### src/verilog/psr_pkg.sv
package psr_pkg;

  // ------------------------------------------------------------
  // Clock and conversion
  // ------------------------------------------------------------
  localparam int CLK_NS = 40;         // Period of the 25 MHz clock

  // Least time in ns to whole cycles, rounded up, at least one
  function automatic int ns_min_cyc(input int ns);
    int c;
    c = (ns + CLK_NS - 1) / CLK_NS;
    return (c < 1) ? 1 : c;
  endfunction

  // Longest time in ns to whole cycles, rounded down, at least one
  function automatic int ns_max_cyc(input int ns);
    int c;
    c = ns / CLK_NS;
    return (c < 1) ? 1 : c;
  endfunction

  // ------------------------------------------------------------
  // Widths
  // ------------------------------------------------------------
  localparam int ADDR_W = 13;         // 8192 words
  localparam int DATA_W = 8;          // Byte wide
  localparam int CNT_W = 12;          // Shared wait counter
  localparam int SYNC_STAGES = 2;     // Read data synchroniser depth

  // ------------------------------------------------------------
  // Pin timing, slowest speed grade, in ns
  // ------------------------------------------------------------
  localparam int T_CYCLE_NS = 330;    // Access cycle time
  localparam int T_ACC_CE_NS = 200;   // Access time from chip select
  localparam int T_WE_PW_NS = 40;     // Write strobe width
  localparam int T_DHOLD_NS = 35;     // Data hold after write strobe fall
  localparam int T_CE_PW_NS = 25;     // Chip select low width
  localparam int T_FMC_HIGH_NS = 175; // Chip select high after false cycle
  localparam int T_REF_PW_NS = 30;    // Refresh request low width
  localparam int T_REF_CYC_NS = 660;  // Cycle time with a refresh
  localparam int T_EXT_NS = 5000;     // Beyond this low time refresh is self timed
  localparam int T_EXT_REC_NS = 330;  // Recovery after extended refresh
  localparam int T_INIT_NS = 100000;  // Power-up hold, 100 us
  localparam int T_WINDOW_NS = 4000000; // Refresh window, 4 ms
  localparam int REF_PER_WINDOW = 256;  // Refresh pulses per window

  // ------------------------------------------------------------
  // Derived cycle counts
  // ------------------------------------------------------------
  localparam int CYC_CYCLE = ns_min_cyc(T_CYCLE_NS);
  localparam int CYC_READ = ns_min_cyc(T_ACC_CE_NS) + SYNC_STAGES;
  localparam int CYC_WE = ns_min_cyc(T_WE_PW_NS);
  localparam int CYC_DHOLD = ns_min_cyc(T_DHOLD_NS);
  localparam int CYC_CE_PW = ns_min_cyc(T_CE_PW_NS);
  localparam int CYC_FMC_HIGH = ns_min_cyc(T_FMC_HIGH_NS);
  localparam int CYC_REF_PW = ns_min_cyc(T_REF_PW_NS);
  localparam int CYC_REF_CYC = ns_min_cyc(T_REF_CYC_NS);
  localparam int CYC_EXT = ns_min_cyc(T_EXT_NS) + 1;
  localparam int CYC_EXT_REC = ns_min_cyc(T_EXT_REC_NS);
  localparam int CYC_INIT = ns_min_cyc(T_INIT_NS);
  localparam int CYC_REF_INT = ns_max_cyc(T_WINDOW_NS / REF_PER_WINDOW);

  // ------------------------------------------------------------
  // Request kinds and controller states
  // ------------------------------------------------------------
  typedef enum logic [1:0] {
    KIND_READ = 2'h0,
    KIND_WRITE = 2'h1,
    KIND_FALSE = 2'h2
  } psr_kind_t;

  typedef enum logic [3:0] {
    ST_INIT = 4'h0,
    ST_IDLE = 4'h1,
    ST_SETUP = 4'h2,
    ST_SELECT = 4'h3,
    ST_HOLD = 4'h4,
    ST_DRAIN = 4'h5,
    ST_GAP = 4'h6,
    ST_REF = 4'h7,
    ST_EXT = 4'h8,
    ST_RECOV = 4'h9
  } psr_state_t;

endpackage

### src/verilog/psr_ref_if.sv
`timescale 1ns/10ps
// Refresh scheduling between the timer and the pin sequencer
interface psr_ref_if;
  logic due;        // Refresh owed, level until taken
  logic take;       // Sequencer issues a refresh pulse now
  logic init_done;  // Power-up hold has elapsed
  modport sched (output due, output init_done, input take);
  modport ctrl (input due, input init_done, output take);
endinterface

### src/verilog/psr_host_ctrl.sv
`timescale 1ns/10ps
// Operation
// - Chip select may be pulse or level
// - Never write strobe and output gate together
// - Select alone refreshes the addressed row
// - 256 refresh pulses every 4 ms
// - Access and refresh together need enough time
// - Row sweep by accesses also keeps data
// - Hold refresh low in standby for timer
// - Two recovery intervals after extended refresh; the code waits one, CYC_EXT_REC
// - Power-up: refresh low, others high, 100 us
// - Or initialise with 256 access cycles
// - Early write strobe timed from select fall
// - Select low maximum only for false cycles
// - Select must not glitch during address change
//
// Host side sequencer for the self-refreshing byte RAM
module psr_host_ctrl
  import psr_pkg::*;
(
  input wire logic clock,
  input wire logic rst,
  input wire logic req_valid,
  input wire logic [1:0] req_kind,
  input wire logic [ADDR_W-1:0] req_addr,
  input wire logic [DATA_W-1:0] req_wdata,
  input wire logic standby,
  output logic req_ready,
  output logic done,
  output logic [DATA_W-1:0] rdata,
  output logic init_done,
  output logic ram_ce_n,
  output logic ram_oe_n,
  output logic ram_we_n,
  output logic refresh_request_n,
  output logic [ADDR_W-1:0] ram_addr,
  input wire logic [DATA_W-1:0] dq_i,
  output logic [DATA_W-1:0] dq_o,
  output logic dq_oe
);

  // ------------------------------------------------------------
  // Sub blocks
  // ------------------------------------------------------------
  psr_ref_if ref_bus ();
  logic [DATA_W-1:0] dq_sync;  // Data pins after two flops

  psr_refresh_timer u_timer (
    .clock(clock),
    .rst(rst),
    .ref_bus(ref_bus)
  );

  psr_sync u_sync (
    .clock(clock),
    .rst(rst),
    .async_in(dq_i),
    .sync_out(dq_sync)
  );

  // ------------------------------------------------------------
  // State
  // ------------------------------------------------------------
  psr_state_t state_r;             // Sequencer state
  psr_state_t state_nxt;
  psr_kind_t kind_r;               // Kind of the cycle under way
  psr_kind_t kind_nxt;
  logic [CNT_W-1:0] cnt_r;         // Shared wait counter
  logic [CNT_W-1:0] cnt_nxt;
  logic ce_n_r;                    // Pin flops
  logic ce_n_nxt;
  logic oe_n_r;
  logic oe_n_nxt;
  logic we_n_r;
  logic we_n_nxt;
  logic ref_n_r;
  logic ref_n_nxt;
  logic [ADDR_W-1:0] addr_r;
  logic [ADDR_W-1:0] addr_nxt;
  logic [DATA_W-1:0] dq_o_r;
  logic [DATA_W-1:0] dq_o_nxt;
  logic dq_oe_r;
  logic dq_oe_nxt;
  logic ready_r;                   // User handshake flops
  logic ready_nxt;
  logic done_r;
  logic done_nxt;
  logic [DATA_W-1:0] rdata_r;
  logic [DATA_W-1:0] rdata_nxt;
  logic init_done_r;
  logic take;                      // Refresh pulse issued this cycle
  logic accept;                    // User request taken this cycle

  // Load helper for the shared counter, counts are one-based
  function automatic logic [CNT_W-1:0] wait_of(input int cyc);
    return CNT_W'(cyc - 1);
  endfunction

  assign accept = req_valid && ready_r;
  assign ref_bus.take = take;

  // ------------------------------------------------------------
  // Sequencer next values
  // ------------------------------------------------------------
  always_comb begin
    state_nxt = state_r;
    kind_nxt = kind_r;
    cnt_nxt = (cnt_r == '0) ? cnt_r : cnt_r - 1'b1;
    ce_n_nxt = ce_n_r;
    oe_n_nxt = oe_n_r;
    we_n_nxt = we_n_r;
    ref_n_nxt = ref_n_r;
    addr_nxt = addr_r;
    dq_o_nxt = dq_o_r;
    dq_oe_nxt = dq_oe_r;
    done_nxt = 1'b0;
    rdata_nxt = rdata_r;
    take = 1'b0;
    unique case (state_r)
      // Refresh low, all else high; the hold is used, not sweeps
      ST_INIT: begin
        ref_n_nxt = 1'b0;
        if (ref_bus.init_done) begin
          // Held far beyond the self-timed threshold, so recover as such
          ref_n_nxt = 1'b1;
          cnt_nxt = wait_of(CYC_EXT_REC);
          state_nxt = ST_RECOV;
        end
      end
      ST_IDLE: begin
        if (accept) begin
          // Address settles a cycle before select falls
          kind_nxt = psr_kind_t'(req_kind);
          addr_nxt = req_addr;
          dq_o_nxt = req_wdata;
          state_nxt = ST_SETUP;
        end else if (ref_bus.due) begin
          take = 1'b1;
          ref_n_nxt = 1'b0;
          cnt_nxt = wait_of(CYC_REF_PW);
          state_nxt = ST_REF;
        end else if (standby) begin
          ref_n_nxt = 1'b0;
          cnt_nxt = wait_of(CYC_EXT);
          state_nxt = ST_EXT;
        end
      end
      // Select falls on a stable address
      ST_SETUP: begin
        ce_n_nxt = 1'b0;
        // Drive write data before the strobe can fall
        dq_oe_nxt = (kind_r == KIND_WRITE);
        state_nxt = ST_SELECT;
      end
      // Strobe after select so all timing counts from select
      ST_SELECT: begin
        unique case (kind_r)
          KIND_READ: begin
            oe_n_nxt = 1'b0;
            cnt_nxt = wait_of(CYC_READ);
          end
          KIND_WRITE: begin
            // Write by write strobe, after select
            we_n_nxt = 1'b0;
            cnt_nxt = wait_of(CYC_WE);
          end
          default: begin
            cnt_nxt = wait_of(CYC_CE_PW);
          end
        endcase
        state_nxt = ST_HOLD;
      end
      ST_HOLD: begin
        if (cnt_r == '0) begin
          // Select returns high as a pulse, strobes with it
          ce_n_nxt = 1'b1;
          // At most one strobe was ever low, none in a false cycle
          we_n_nxt = 1'b1;
          oe_n_nxt = 1'b1;
          if (kind_r == KIND_READ) begin
            // Sample while output gate still low
            rdata_nxt = dq_sync;
          end
          cnt_nxt = wait_of(CYC_DHOLD);
          state_nxt = ST_DRAIN;
        end
      end
      // Keep write data past the strobe fall hold time
      ST_DRAIN: begin
        if (cnt_r == '0) begin
          dq_oe_nxt = 1'b0;
          done_nxt = 1'b1;
          cnt_nxt = (kind_r == KIND_FALSE) ? wait_of(CYC_FMC_HIGH) : wait_of(CYC_CYCLE);
          state_nxt = ST_GAP;
        end
      end
      // Select high time before the next access
      ST_GAP: begin
        if (cnt_r == '0) begin
          state_nxt = ST_IDLE;
        end
      end
      // Release after the minimum low width
      ST_REF: begin
        if (cnt_r == '0) begin
          ref_n_nxt = 1'b1;
          // No select until the refresh is surely done
          cnt_nxt = wait_of(CYC_REF_CYC);
          state_nxt = ST_RECOV;
        end
      end
      // Held past 5 us so the device self-refreshes
      ST_EXT: begin
        if (cnt_r == '0 && !standby) begin
          ref_n_nxt = 1'b1;
          cnt_nxt = wait_of(CYC_EXT_REC);
          state_nxt = ST_RECOV;
        end
      end
      ST_RECOV: begin
        if (cnt_r == '0) begin
          state_nxt = ST_IDLE;
        end
      end
      default: begin
        state_nxt = ST_IDLE;
      end
    endcase
    // Offer the bus only when idle next and not parking
    // An owed refresh closes the bus, so a request stream cannot starve it
    ready_nxt = (state_nxt == ST_IDLE) && !ref_bus.due && !(state_r == ST_IDLE && standby && !accept);
  end

  // ------------------------------------------------------------
  // Register the sequencer and pins
  // ------------------------------------------------------------
  always_ff @(posedge clock or posedge rst) begin
    if (rst) begin
      state_r <= ST_INIT;
      kind_r <= KIND_READ;
      cnt_r <= 12'h000;
      ce_n_r <= 1'b1;
      oe_n_r <= 1'b1;
      we_n_r <= 1'b1;
      ref_n_r <= 1'b0;
      addr_r <= 13'h0000;
      dq_o_r <= 8'h00;
      dq_oe_r <= 1'b0;
      ready_r <= 1'b0;
      done_r <= 1'b0;
      rdata_r <= 8'h00;
      init_done_r <= 1'b0;
    end else begin
      state_r <= state_nxt;
      kind_r <= kind_nxt;
      cnt_r <= cnt_nxt;
      ce_n_r <= ce_n_nxt;
      oe_n_r <= oe_n_nxt;
      we_n_r <= we_n_nxt;
      ref_n_r <= ref_n_nxt;
      addr_r <= addr_nxt;
      dq_o_r <= dq_o_nxt;
      dq_oe_r <= dq_oe_nxt;
      ready_r <= ready_nxt;
      done_r <= done_nxt;
      rdata_r <= rdata_nxt;
      init_done_r <= ref_bus.init_done;
    end
  end

  // ------------------------------------------------------------
  // Outputs, all from flops
  // ------------------------------------------------------------
  assign req_ready = ready_r;
  assign done = done_r;
  assign rdata = rdata_r;
  assign init_done = init_done_r;
  assign ram_ce_n = ce_n_r;
  assign ram_oe_n = oe_n_r;
  assign ram_we_n = we_n_r;
  assign refresh_request_n = ref_n_r;
  assign ram_addr = addr_r;
  assign dq_o = dq_o_r;
  assign dq_oe = dq_oe_r;

endmodule

### src/verilog/psr_sync.sv
`timescale 1ns/10ps
// Two-stage synchroniser for the data pins
module psr_sync
  import psr_pkg::*;
(
  input wire logic clock,
  input wire logic rst,
  input wire logic [DATA_W-1:0] async_in,
  output logic [DATA_W-1:0] sync_out
);

  logic [DATA_W-1:0] meta_r;  // First stage, read only by second
  logic [DATA_W-1:0] meta_nxt;
  logic [DATA_W-1:0] sync_r;  // Second stage
  logic [DATA_W-1:0] sync_nxt;

  // ------------------------------------------------------------
  // Next values
  // ------------------------------------------------------------
  always_comb begin
    meta_nxt = async_in;
    sync_nxt = meta_r;
  end

  // Register both stages
  always_ff @(posedge clock or posedge rst) begin
    if (rst) begin
      meta_r <= 8'h00;
      sync_r <= 8'h00;
    end else begin
      meta_r <= meta_nxt;
      sync_r <= sync_nxt;
    end
  end

  assign sync_out = sync_r;

endmodule

### src/verilog/psr_refresh_timer.sv
`timescale 1ns/10ps
// Power-up hold timer and periodic refresh scheduler
module psr_refresh_timer
  import psr_pkg::*;
(
  input wire logic clock,
  input wire logic rst,
  psr_ref_if.sched ref_bus
);

  logic [CNT_W-1:0] init_cnt_r;  // Cycles left of the power-up hold
  logic [CNT_W-1:0] init_cnt_nxt;
  logic init_done_r;
  logic init_done_nxt;
  logic [CNT_W-1:0] int_cnt_r;   // Cycles to the next owed refresh
  logic [CNT_W-1:0] int_cnt_nxt;
  logic due_r;
  logic due_nxt;

  // ------------------------------------------------------------
  // Next values
  // ------------------------------------------------------------
  always_comb begin
    init_cnt_nxt = init_cnt_r;
    init_done_nxt = init_done_r;
    int_cnt_nxt = int_cnt_r;
    due_nxt = due_r;
    if (!init_done_r) begin
      if (init_cnt_r == '0) begin
        init_done_nxt = 1'b1;
      end else begin
        init_cnt_nxt = init_cnt_r - 1'b1;
      end
    end
    if (ref_bus.take) begin
      due_nxt = 1'b0;
    end
    // One pulse per interval; a new one wins over the take
    if (init_done_r) begin
      if (int_cnt_r == '0) begin
        int_cnt_nxt = CNT_W'(CYC_REF_INT - 1);
        due_nxt = 1'b1;
      end else begin
        int_cnt_nxt = int_cnt_r - 1'b1;
      end
    end
  end

  // Register the scheduler
  always_ff @(posedge clock or posedge rst) begin
    if (rst) begin
      init_cnt_r <= CNT_W'(CYC_INIT - 1);
      init_done_r <= 1'b0;
      int_cnt_r <= CNT_W'(CYC_REF_INT - 1);
      due_r <= 1'b0;
    end else begin
      init_cnt_r <= init_cnt_nxt;
      init_done_r <= init_done_nxt;
      int_cnt_r <= int_cnt_nxt;
      due_r <= due_nxt;
    end
  end

  assign ref_bus.due = due_r;
  assign ref_bus.init_done = init_done_r;

endmodule

### config.mk
export PLATFORM = sky130hd
export DESIGN_NAME = psr_host_ctrl
export DESIGN_NICKNAME = d
export VERILOG_FILES = /design/src/verilog/psr_pkg.sv /design/src/verilog/psr_ref_if.sv /design/src/verilog/psr_host_ctrl.sv /design/src/verilog/psr_sync.sv /design/src/verilog/psr_refresh_timer.sv
export SDC_FILE = /design/constraint.sdc
export NUM_CORES = 1
export LEC_CHECK = 0
export ABC_AREA = 1
export BUFFER_PORTS_ARGS = -buffer_cell sky130_fd_sc_hd__buf_2
export CAP_MARGIN = 10
export CORE_ASPECT_RATIO = 1.25
export CORE_UTILIZATION = 34
export CTS_CLUSTER_DIAMETER = 150
export DETAILED_ROUTE_END_ITERATION = 8
export GPL_ROUTABILITY_DRIVEN = 0
export PLACE_DENSITY_LB_ADDON = 0.1
export SYNTH_ARGS = -nofsm -noshare
export SYNTH_HDL_FRONTEND = slang
export SYNTH_SLANG_ARGS = --single-unit
### constraint.sdc
create_clock -name clock -period 4.13 [get_ports clock]
set_input_delay 0.826 -clock clock [delete_from_list [all_inputs] [get_ports clock]]
set_output_delay 0.826 -clock clock [all_outputs]
set_load 0.1 [all_outputs]
==> flow_metrics.env, run 1 <==
export IMPL_status="complete, no violations"
export IMPL_slew_headroom=0.497
export IMPL_wl_per_cell_um=12.8
export IMPL_drv_slew=0
export IMPL_synthTopCellsByCount="nand2_1, dfrtp_1, inv_1"
export IMPL_syn_area_um2=4520
export IMPL_finalNetCount=658
export IMPL_crit_chain="buf_2"
export IMPL_ir_worst_vdd_v=0.000271
export IMPL_drtPass1Iterations=4
export IMPL_vias_per_cell=4.56
export IMPL_yosys_most_used_dff="dfrtp_1"
export IMPL_crit_arrival_ns=1.30
export IMPL_cts_root_buffer="clkbuf_16"
export IMPL_drt_initial_drc_count=225
export IMPL_cts_resized=0
export IMPL_cts_sinks=97
export IMPL_start_util=0.352
export IMPL_dieArea_um2=13800
export IMPL_hold_viol=0
export IMPL_worst_slew_pin_slew_ns=0.754
export IMPL_cts_tree="done"
export IMPL_hold_path_class="register to register"
export IMPL_antenna_found_initial=1
export IMPL_drive_gt1_frac=0.207
export IMPL_ys_types=35
export IMPL_pin_count=72
export IMPL_top_layer="met4"
export IMPL_synth_edf_count=0
export IMPL_worst_path_max_delay_cell="dfstp_2"
export IMPL_critical_path_max_fanout=2
export IMPL_p_leak_nw=2.94
export IMPL_ys_seq_elements=97
export IMPL_drt_total_wl_um=10100
export IMPL_grt_usage=0.153
export IMPL_end_kind="output port"
export IMPL_num_rows=46
export IMPL_path_buf_inv=1
export IMPL_cp_required_ns=3.30
export IMPL_cellPowerDensity_nw_per_um2=539
export IMPL_crit_type="register to output port"
export IMPL_fin_skew_ns=0.00457
export IMPL_fillers=1290
export IMPL_finalCritPeriodShare=0.514
export IMPL_vias=3608
export IMPL_areaGrowthSynthToFinish_pct=20.1
export IMPL_start_kind="register"
export IMPL_die_x_um=105
export IMPL_synth_area_leaders="dfrtp_1, nand2_1, dfstp_2"
export IMPL_seq_area_frac_synth=0.541
export IMPL_synth_most_common_cell="nand2_1"
export IMPL_clkLatencyLatePin_ns=0.34
export IMPL_dpl_hpwl_um=7540
export IMPL_routed_wl_met2_um=5370
export IMPL_final_core_util=0.423
export IMPL_synth_top_area_share=0.465
export IMPL_rsz0062_at_grt="false"
export IMPL_grt_pass1_wl_um=16400
export IMPL_met1_length_um=4250
export IMPL_setup_viol=0
export IMPL_fin_crit_ns=2.12
export IMPL_synth_largest_area_cell="dfrtp_1"
export IMPL_synthArstFlopShare=1.00
export IMPL_postSynthCellCount=542
export IMPL_grt_pass1_vias=3488
export IMPL_grt_max_degree=62
export IMPL_syn_avg_cell_area_um2=8.33
export IMPL_cts_clk_slew_worst_paths_ns=0.07
export IMPL_drc=0
export IMPL_cts_setup_buffers=0
export IMPL_fmax_mhz=471
export IMPL_synth_warnings=0
export IMPL_drt_antenna_violating_nets=0
export IMPL_overflow=0
export IMPL_port_buffers=71
export IMPL_wl_met3_um=276
export IMPL_die_h_um=131
export IMPL_cts_max_level=3
export IMPL_tns_ns=0
export IMPL_cts_path_max_buffers=2
export IMPL_cts_buffers=9
export IMPL_core_area_um2=12800
export IMPL_cts_hold_buf=0
export IMPL_max_cap_viol_count=0
export IMPL_cpPeakStageDelay_ns=0.53
export IMPL_cp_top_family="flip-flops"
export IMPL_syn_num_nets=582
[state kept, by name (all words and copies together), names as in the netlist, 2 cells and up]
register / count
u_sync.sync_out: 8
ram_addr: 13
kind_r: 2
rdata: 8
state_r: 4
cnt_r: 12
dq_o: 8
u_timer.init_cnt_r: 12
u_timer.int_cnt_r: 12
u_sync.meta_r: 8
[worst paths after layout]
path | start | end | slack (ns) | depth (start not counted)
worst min register to register | u_sync.meta_r[5] | u_sync.sync_out[5] | 0.35 | 0
max in group asynchronous | rst | ram_oe_n | 2.70 | 3
worst min-delay path | u_sync.meta_r[5] | u_sync.sync_out[5] | 0.35 | 0
min in group asynchronous | rst | u_sync.meta_r[0] | 0.62 | 2
worst max-delay path | ram_ce_n | ram_ce_n | 2.01 | 1
worst max register to register | cnt_r[0] | rdata[7] | 2.02 | 8
[per-stage QoR]
stage	hold slack, ns	total power [mW]	cells	setup slack, ns	cell area (um^2)
finish	0.348	2.92	792	2.01	5430
global route	0.364	3.08	792	1.81	5430
CTS	0.351	2.96	791	1.99	5420
detailed placement	0.335	1.93	775	1.96	5060
global placement	0.332	1.93	775	1.99	5060
floorplan	0.331	1.77	542	0.792	4520
[power by group]
part | total [mW] | switching, mW | internal, mW
logic | 0.773 | 0.579 | 0.194
registers | 1.13 | 0.0781 | 1.06
clock network | 1.02 | 0.359 | 0.657
total | 2.92 | 1.02 | 1.91
[layout by cell type (no fill, tap or decap), types with 2 or more instances in the layout]
cell	count
a211oi_1	3
a21oi_1	5
a31oi_1	2
buf_2	71
buf_4	3
bufinv_16	4
clkbuf_16	9
dfrtp_1	84
dfstp_2	13
ha_1	5
inv_1	59
inv_2	5
nand2_1	169
nand2_2	2
nand2_4	2
nand3_1	35
nand3_2	3
nand4_1	5
nor2_1	55
nor2_2	9
nor3_1	13
o21ai_0	32
or2_2	2
xnor2_1	5
xor2_1	13
[final cells by class]
cell class              count  area [um^2]  area share
inverters                  66          250      0.0461
repair buffers             74          378      0.0696
multi-input cells         370         1780       0.327
clock inverters             6          138      0.0254
flip-flops and latches     97         2440       0.450
clock buffers              10          229      0.0422
well taps                 168          210      0.0387
diodes                      1         2.50    0.000461
[metal layers]
metal / vias up / GRT usage
met1: 1693 / 0.181
met2: 55 / 0.277
met3: 13 / 0.0253
li1: 1847 / -
met4: 0 / 0.0646
met5: - / 0
[logic make-up (layout without fill, tap and decap cells)]
logic type	after synthesis	in the layout	share of synthesized area
flip-flops	97	97	0.541
AND/OR/NAND/NOR	299	299	0.286
buffers and inverters	75	156	0.0659
other	0	1	0
adder cells (fa/ha/maj)	5	5	0.0139
AO/OA/AOI/OAI	48	48	0.0582
XOR/XNOR	18	18	0.0349
Power figures use the tool's default switching activity.
==> run 2, diff against run 1 <==
--- a/config.mk
+++ b/config.mk
@@ -5,7 +5,7 @@
 export SDC_FILE = /design/constraint.sdc
 export NUM_CORES = 1
 export LEC_CHECK = 0
-export ABC_AREA = 1
+export ABC_AREA = 0
 export BUFFER_PORTS_ARGS = -buffer_cell sky130_fd_sc_hd__buf_2
 export CAP_MARGIN = 10
 export CORE_ASPECT_RATIO = 1.25
==> constraint.sdc (replaced) <==
create_clock -name clock -period 2.1 [get_ports clock]
set_input_delay 0.42 -clock clock [delete_from_list [all_inputs] [get_ports clock]]
set_output_delay 0.42 -clock clock [all_outputs]
set_load 0.1 [all_outputs]
==> run 2 against run 1 <==
  * Via count is 13% lower
  * Core utilization is 1.3 points higher
  * Register-to-register slack got worse by 1.9 ns
  * Synthesized cell count is 30% lower
  * Sequential power rose by 100%
  * Routed wire length shrank 5.0%
  * Die area fell by 1.9%
  * Non-clock buffer count grew 21
  * Global-route usage fell by 0.71 points
  * Sequential cell count did not move
  * Critical path type is now register to register
  * Critical endpoint is now req_ready
  * Largest cell class unchanged
  * Largest power group is now combinational logic
==> flow_metrics.env, run 2 <==
export IMPL_grt_usage=0.146
export IMPL_cp_required_ns=2.33
export IMPL_synth_most_common_cell="dfrtp_1"
export IMPL_synth_top_area_share=0.474
export IMPL_stdcell_area_um2=5540
export IMPL_antenna_found_initial=0
export IMPL_areaGrowthSynthToFinish_pct=25.0
export IMPL_final_common_cell="dfrtp_1"
export IMPL_core_area_um2=12700
export IMPL_fmax_mhz=496
export IMPL_crit_type="register to register"
export IMPL_num_rows=46
export IMPL_drt_total_wl_um=9610
export IMPL_final_cell_mix="dfrtp_1, buf_2, nand2_1, nor2_1, mux2_2"
export IMPL_max_cap_viol_count=0
export IMPL_critical_path_max_fanout=5
export IMPL_syn_avg_cell_area_um2=11.7
export IMPL_finalNetCount=510
export IMPL_synth_largest_area_cell="dfrtp_1"
export IMPL_fin_ws_ns=0.0819
export IMPL_drt_antenna_violating_nets=0
export IMPL_dpl_hpwl_um=6900
export IMPL_worst_slew_pin_slew_ns=0.681
export IMPL_postSynthCellCount=378
export IMPL_clkLatencyLatePin_ns=0.35
export IMPL_fin_total_pwr_mw=6.38
export IMPL_antenna_cells=0
export IMPL_syn_area_um2=4430
export IMPL_vias_per_cell=4.90
export IMPL_die_x_um=104
export IMPL_grt_pass1_vias=3091
export IMPL_status="complete, no violations"
export IMPL_start_kind="register"
export IMPL_synthArstFlopShare=1.00
export IMPL_grt_max_degree=44
export IMPL_setup_viol=0
export IMPL_cts_hold_buf=0
export IMPL_end_kind="register"
export IMPL_final_core_util=0.435
export IMPL_synth_warnings=0
export IMPL_vias=3153
export IMPL_syn_num_nets=418
export IMPL_cts_root_buffer="clkbuf_16"
export IMPL_cts_sinks=97
export IMPL_synth_area_leaders="dfrtp_1, dfstp_2, mux2_2"
export IMPL_rsz0062_at_grt="true"
export IMPL_seq_area_frac_synth=0.551
export IMPL_p_leak_nw=2.60
export IMPL_synth_edf_count=0
export IMPL_drtPass1Iterations=4
export IMPL_start_util=0.348
export IMPL_largest_reg_flops=13
export IMPL_dp_slack_ns=0.0408
export IMPL_overflow=0
export IMPL_drv_slew=0
export IMPL_cts_max_level=3
export IMPL_cts_path_max_buffers=2
export IMPL_slew_headroom=0.539
export IMPL_crit_arrival_ns=2.25
export IMPL_hold_path_class="input pin to asynchronous set/reset pin"
export IMPL_ys_types=66
export IMPL_drc=0
export IMPL_wl_per_cell_um=14.9
export IMPL_drt_initial_drc_count=73
export IMPL_hold_viol=0
export IMPL_fin_skew_ns=0.0103
export IMPL_cellPowerDensity_nw_per_um2=1150
export IMPL_die_h_um=130
export IMPL_dpl_cell_area_um2=5140
export IMPL_tns_ns=0
export IMPL_synthTopCellsByCount="dfrtp_1, nand2_1, nor2_1"
export IMPL_grt_pass1_wl_um=15300
export IMPL_dieArea_um2=13500
export IMPL_ir_worst_vdd_v=0.000626
export IMPL_pin_count=72
export IMPL_finalCritPeriodShare=0.961
export IMPL_cts_clk_slew_worst_paths_ns=0.08
export IMPL_cts_tree="done"
export IMPL_cts_buffers=9
export IMPL_ys_seq_elements=97
export IMPL_drive_gt1_frac=0.400
export IMPL_fin_crit_ns=2.02
export IMPL_yosys_most_used_dff="dfrtp_1"
export IMPL_port_buffers=71
[run 2: logic make-up after synthesis]
kind of cell | after synthesis | share of synthesized area
AO/OA/AOI/OAI | 55 | 0.0855
XOR/XNOR | 25 | 0.0494
adder cells (fa/ha/maj) | 5 | 0.0141
buffers and inverters | 28 | 0.0291
flip-flops | 97 | 0.551
multiplexers | 37 | 0.100
AND/OR/NAND/NOR | 131 | 0.170
[run 2: critical path, cell delays in order, from the launching register on]
cell and delay, ns:
dfrtp_1 0.40, inv_2 0.09, ha_4 0.13, nor4b_4 0.30, a311o_1 0.25, a32oi_1 0.10
or4_4 0.50, nor4b_4 0.15
[run 2: through the flow]
| stage | instances | hold WS, ns |
|---|---|---|
| 2_1_floorplan | 378 | 0.331 |
| 3_3_place_gp | 625 | 0.334 |
| 3_5_place_dp | 625 | 0.335 |
| 4_1_cts | 641 | 0.119 |
| 5_1_grt | 643 | 0.158 |
| 6_report | 643 | 0.126 |
[run 2: what timing repair did]
item,in CTS,in global routing
setup endpoints to repair,0,17
resized for setup,0,19
hold endpoints to repair,0,0
setup buffers,0,2
[run 2: path summary, 6_finish.rpt]
| kind | from | end | slack [ns] | cells after the start |
|---|---|---|---|---|
| setup reg to reg | cnt_r[0] | req_ready | 0.08 | 7 |
| hold reg to reg | u_sync.meta_r[7] | u_sync.sync_out[7] | 0.35 | 0 |
| setup / recovery | cnt_r[0] | req_ready | 0.08 | 7 |
| min in group clock | dq_i[0] | u_sync.meta_r[0] | 0.17 | 1 |
| max in group asynchronous | rst | u_timer.int_cnt_r[7] | 1.32 | 3 |
| hold / removal | rst | ram_addr[6] | 0.13 | 2 |
[run 2: power breakdown]
group | switching [mW] | internal (mW)
sequential | 0.198 | 2.11
combinational | 1.63 | 0.811
clock | 0.758 | 0.863
[run 2: cell type report]
cell class	count	area [um^2]
Multi-Input combinational cell	253	1950
Fill cell	1213	7180
Tap cell	168	210
Sequential cell	97	2440
Clock inverter	6	57.6
Inverter	14	56.3
Timing Repair Buffer	95	586
Clock buffer	10	239
[run 2: per-layer routing]
| layer | vias to the layer above | GRT usage | routed length, um |
|---|---|---|---|
| met5 | - | 0 | 0 |
| met4 | 0 | 0.0681 | 159 |
| met3 | 12 | 0.0272 | 236 |
| met2 | 46 | 0.249 | 4900 |
| met1 | 1566 | 0.181 | 4310 |
| li1 | 1529 | - | - |
==> run 3, diff against run 2 <==
--- a/config.mk
+++ b/config.mk
@@ -6,12 +6,12 @@
 export NUM_CORES = 1
 export LEC_CHECK = 0
 export ABC_AREA = 0
-export BUFFER_PORTS_ARGS = -buffer_cell sky130_fd_sc_hd__buf_2
 export CAP_MARGIN = 10
 export CORE_ASPECT_RATIO = 1.25
 export CORE_UTILIZATION = 34
 export CTS_CLUSTER_DIAMETER = 150
 export DETAILED_ROUTE_END_ITERATION = 8
+export DONT_BUFFER_PORTS = 1
 export GPL_ROUTABILITY_DRIVEN = 0
 export PLACE_DENSITY_LB_ADDON = 0.1
 export SYNTH_ARGS = -nofsm -noshare
==> run 3 against run 2 <==
  * Critical path depth is 1 higher
  * Count of clock-buffer cells in the layout shrank 1
  * Core utilization fell by 2.6 points
  * Global-route usage barely moved
  * Non-clock buffer count fell by 60
  * Cell count is 9.3% lower
  * Total power hardly changed
  * Clock skew barely moved
  * Critical path type unchanged
  * Largest cell class unchanged
  * Largest power group is now sequential cells
==> flow_metrics.env, run 3 (same netlist as run 2, synthesis figures left out) <==
export IMPL_pin_count=72
export IMPL_cp_required_ns=2.32
export IMPL_port_buffers=0
export IMPL_multi_input_area_um2=1880
export IMPL_grt_max_degree=32
export IMPL_dpl_hpwl_um=6890
export IMPL_drt_total_wl_um=9310
export IMPL_drc=0
export IMPL_setup_viol=0
export IMPL_core_area_um2=12700
export IMPL_drv_slew=0
export IMPL_cts_buffers=9
export IMPL_hold_viol=0
export IMPL_dieArea_um2=13500
export IMPL_drt_antenna_violating_nets=0
export IMPL_fillers=1240
export IMPL_seq_area_um2=2440
export IMPL_grt_pass1_wl_um=15400
export IMPL_power_switching_mw=2.56
export IMPL_cts_clk_slew_worst_paths_ns=0.07
export IMPL_combinationalPowerShare=0.258
export IMPL_cts_path_max_buffers=2
export IMPL_grt_usage=0.147
export IMPL_vias_per_cell=5.02
export IMPL_drt_initial_drc_count=117
export IMPL_p_leak_nw=2.35
export IMPL_placedCellCount=566
export IMPL_crit_arrival_ns=2.27
export IMPL_start_kind="register"
export IMPL_cts_max_level=3
export IMPL_cellPowerDensity_nw_per_um2=1220
export IMPL_rsz0062_at_grt="true"
export IMPL_fin_skew_ns=0.0100
export IMPL_fin_crit_ns=2.05
export IMPL_ir_worst_vdd_v=0.000542
export IMPL_clockPowerShare=0.277
export IMPL_vias=2926
export IMPL_die_x_um=104
export IMPL_areaGrowthSynthToFinish_pct=17.5
export IMPL_cts_root_buffer="clkbuf_16"
export IMPL_fmax_mhz=489
export IMPL_slew_headroom=0.383
export IMPL_clkLatencyLatePin_ns=0.35
export IMPL_final_core_util=0.410
export IMPL_wl_per_cell_um=16.0
export IMPL_overflow=0
export IMPL_hold_path_class="input pin to asynchronous set/reset pin"
export IMPL_holdWs_ns=0.00252
export IMPL_largest_reg_flops=13
export IMPL_grt_pass1_vias=3009
export IMPL_final_cell_count_no_fill=583
export IMPL_switching_share=0.402
export IMPL_status="complete, no violations"
export IMPL_finalNetCount=450
export IMPL_end_kind="register"
export IMPL_critical_path_max_fanout=4
export IMPL_power_share_sequential=0.465
export IMPL_antenna_found_initial=0
export IMPL_max_cap_viol_count=0
export IMPL_worst_slew_pin_slew_ns=0.926
export IMPL_p_int_mw=3.82
export IMPL_cts_tree="done"
export IMPL_antenna_cells=0
export IMPL_start_util=0.348
export IMPL_final_common_cell="dfrtp_1"
export IMPL_crit_type="register to register"
export IMPL_drive_gt1_frac=0.294
export IMPL_fin_total_pwr_mw=6.38
export IMPL_drtPass1Iterations=4
export IMPL_die_h_um=130
export IMPL_finalCritPeriodShare=0.975
export IMPL_cts_sinks=97
export IMPL_num_rows=46
export IMPL_final_cell_mix="dfrtp_1, buf_4, nand2_1, nor2_1, mux2_2"
## run 3: metrics by stage
stage / instance area (um^2) / TNS (ns) / worst slack (ns)
2_1_floorplan: 4440 / 0 / 0.0125
5_1_grt: 5210 / -0.0646 / -0.0646
3_5_place_dp: 4870 / 0 / 0.0236
4_1_cts: 5190 / 0 / 0.0184
3_3_place_gp: 4870 / 0 / 0.0657
6_report: 5210 / 0 / 0.0532
## run 3: power by group through the flow
stage / Sequential [mW] / Clock (mW) / Combinational (mW)
final: 2.97 / 1.77 / 1.65
after global routing: 3.00 / 1.90 / 1.81
after CTS: 2.97 / 1.83 / 1.64
after detailed placement: 3.01 / 0 / 1.63
after global placement: 3.00 / 0 / 1.62
after floorplan: 3.10 / 0 / 0.998
## run 3: worst paths after layout
kind / start / slack (ns) / to / depth (start not counted)
setup / recovery: cnt_r[1] / 0.05 / req_ready / 8
hold / removal: rst / 0.003 / u_timer.init_cnt_r[5] / 1
setup reg to reg: cnt_r[1] / 0.05 / req_ready / 8
hold reg to reg: u_sync.meta_r[5] / 0.35 / u_sync.sync_out[5] / 0
max in group asynchronous: rst / 1.48 / u_timer.int_cnt_r[8] / 2
min in group clock: dq_i[0] / 0.09 / u_sync.meta_r[0] / 0
## run 3: final cells by class
| type | count | area share |
|---|---|---|
| sequential | 97 | 0.469 |
| tap | 168 | 0.0404 |
| clock inverter | 7 | 0.0183 |
| timing repair buffer | 35 | 0.0577 |
| multi-input combinational | 253 | 0.360 |
| clock buffer | 9 | 0.0432 |
| inverter | 14 | 0.0108 |
## run 3: worst max-delay path: stages (launching register included)
cell and delay [ns]:
dfrtp_1 0.39, inv_1 0.06, ha_2 0.17, nor4b_4 0.20, buf_4 0.17, a311o_1 0.18
a32oi_1 0.11, or4_4 0.50, nor4b_4 0.15
## run 3: per-layer routing
| metal | up-vias | GRT usage | part of all wire | wire [um] |
|---|---|---|---|---|
| li1 | 1407 | - | - | - |
| met1 | 1463 | 0.182 | 0.43 | 4040 |
| met2 | 49 | 0.247 | 0.52 | 4830 |
| met3 | 7 | 0.0307 | 0.035 | 322 |
| met4 | 0 | 0.0647 | 0.013 | 117 |
| met5 | - | 0 | 0 | 0 |
## run 3: what timing repair did
item,in CTS,in global routing
buffers inserted,0,1
gates resized for setup,0,5
setup endpoints to repair,0,5
hold buffers,0,0
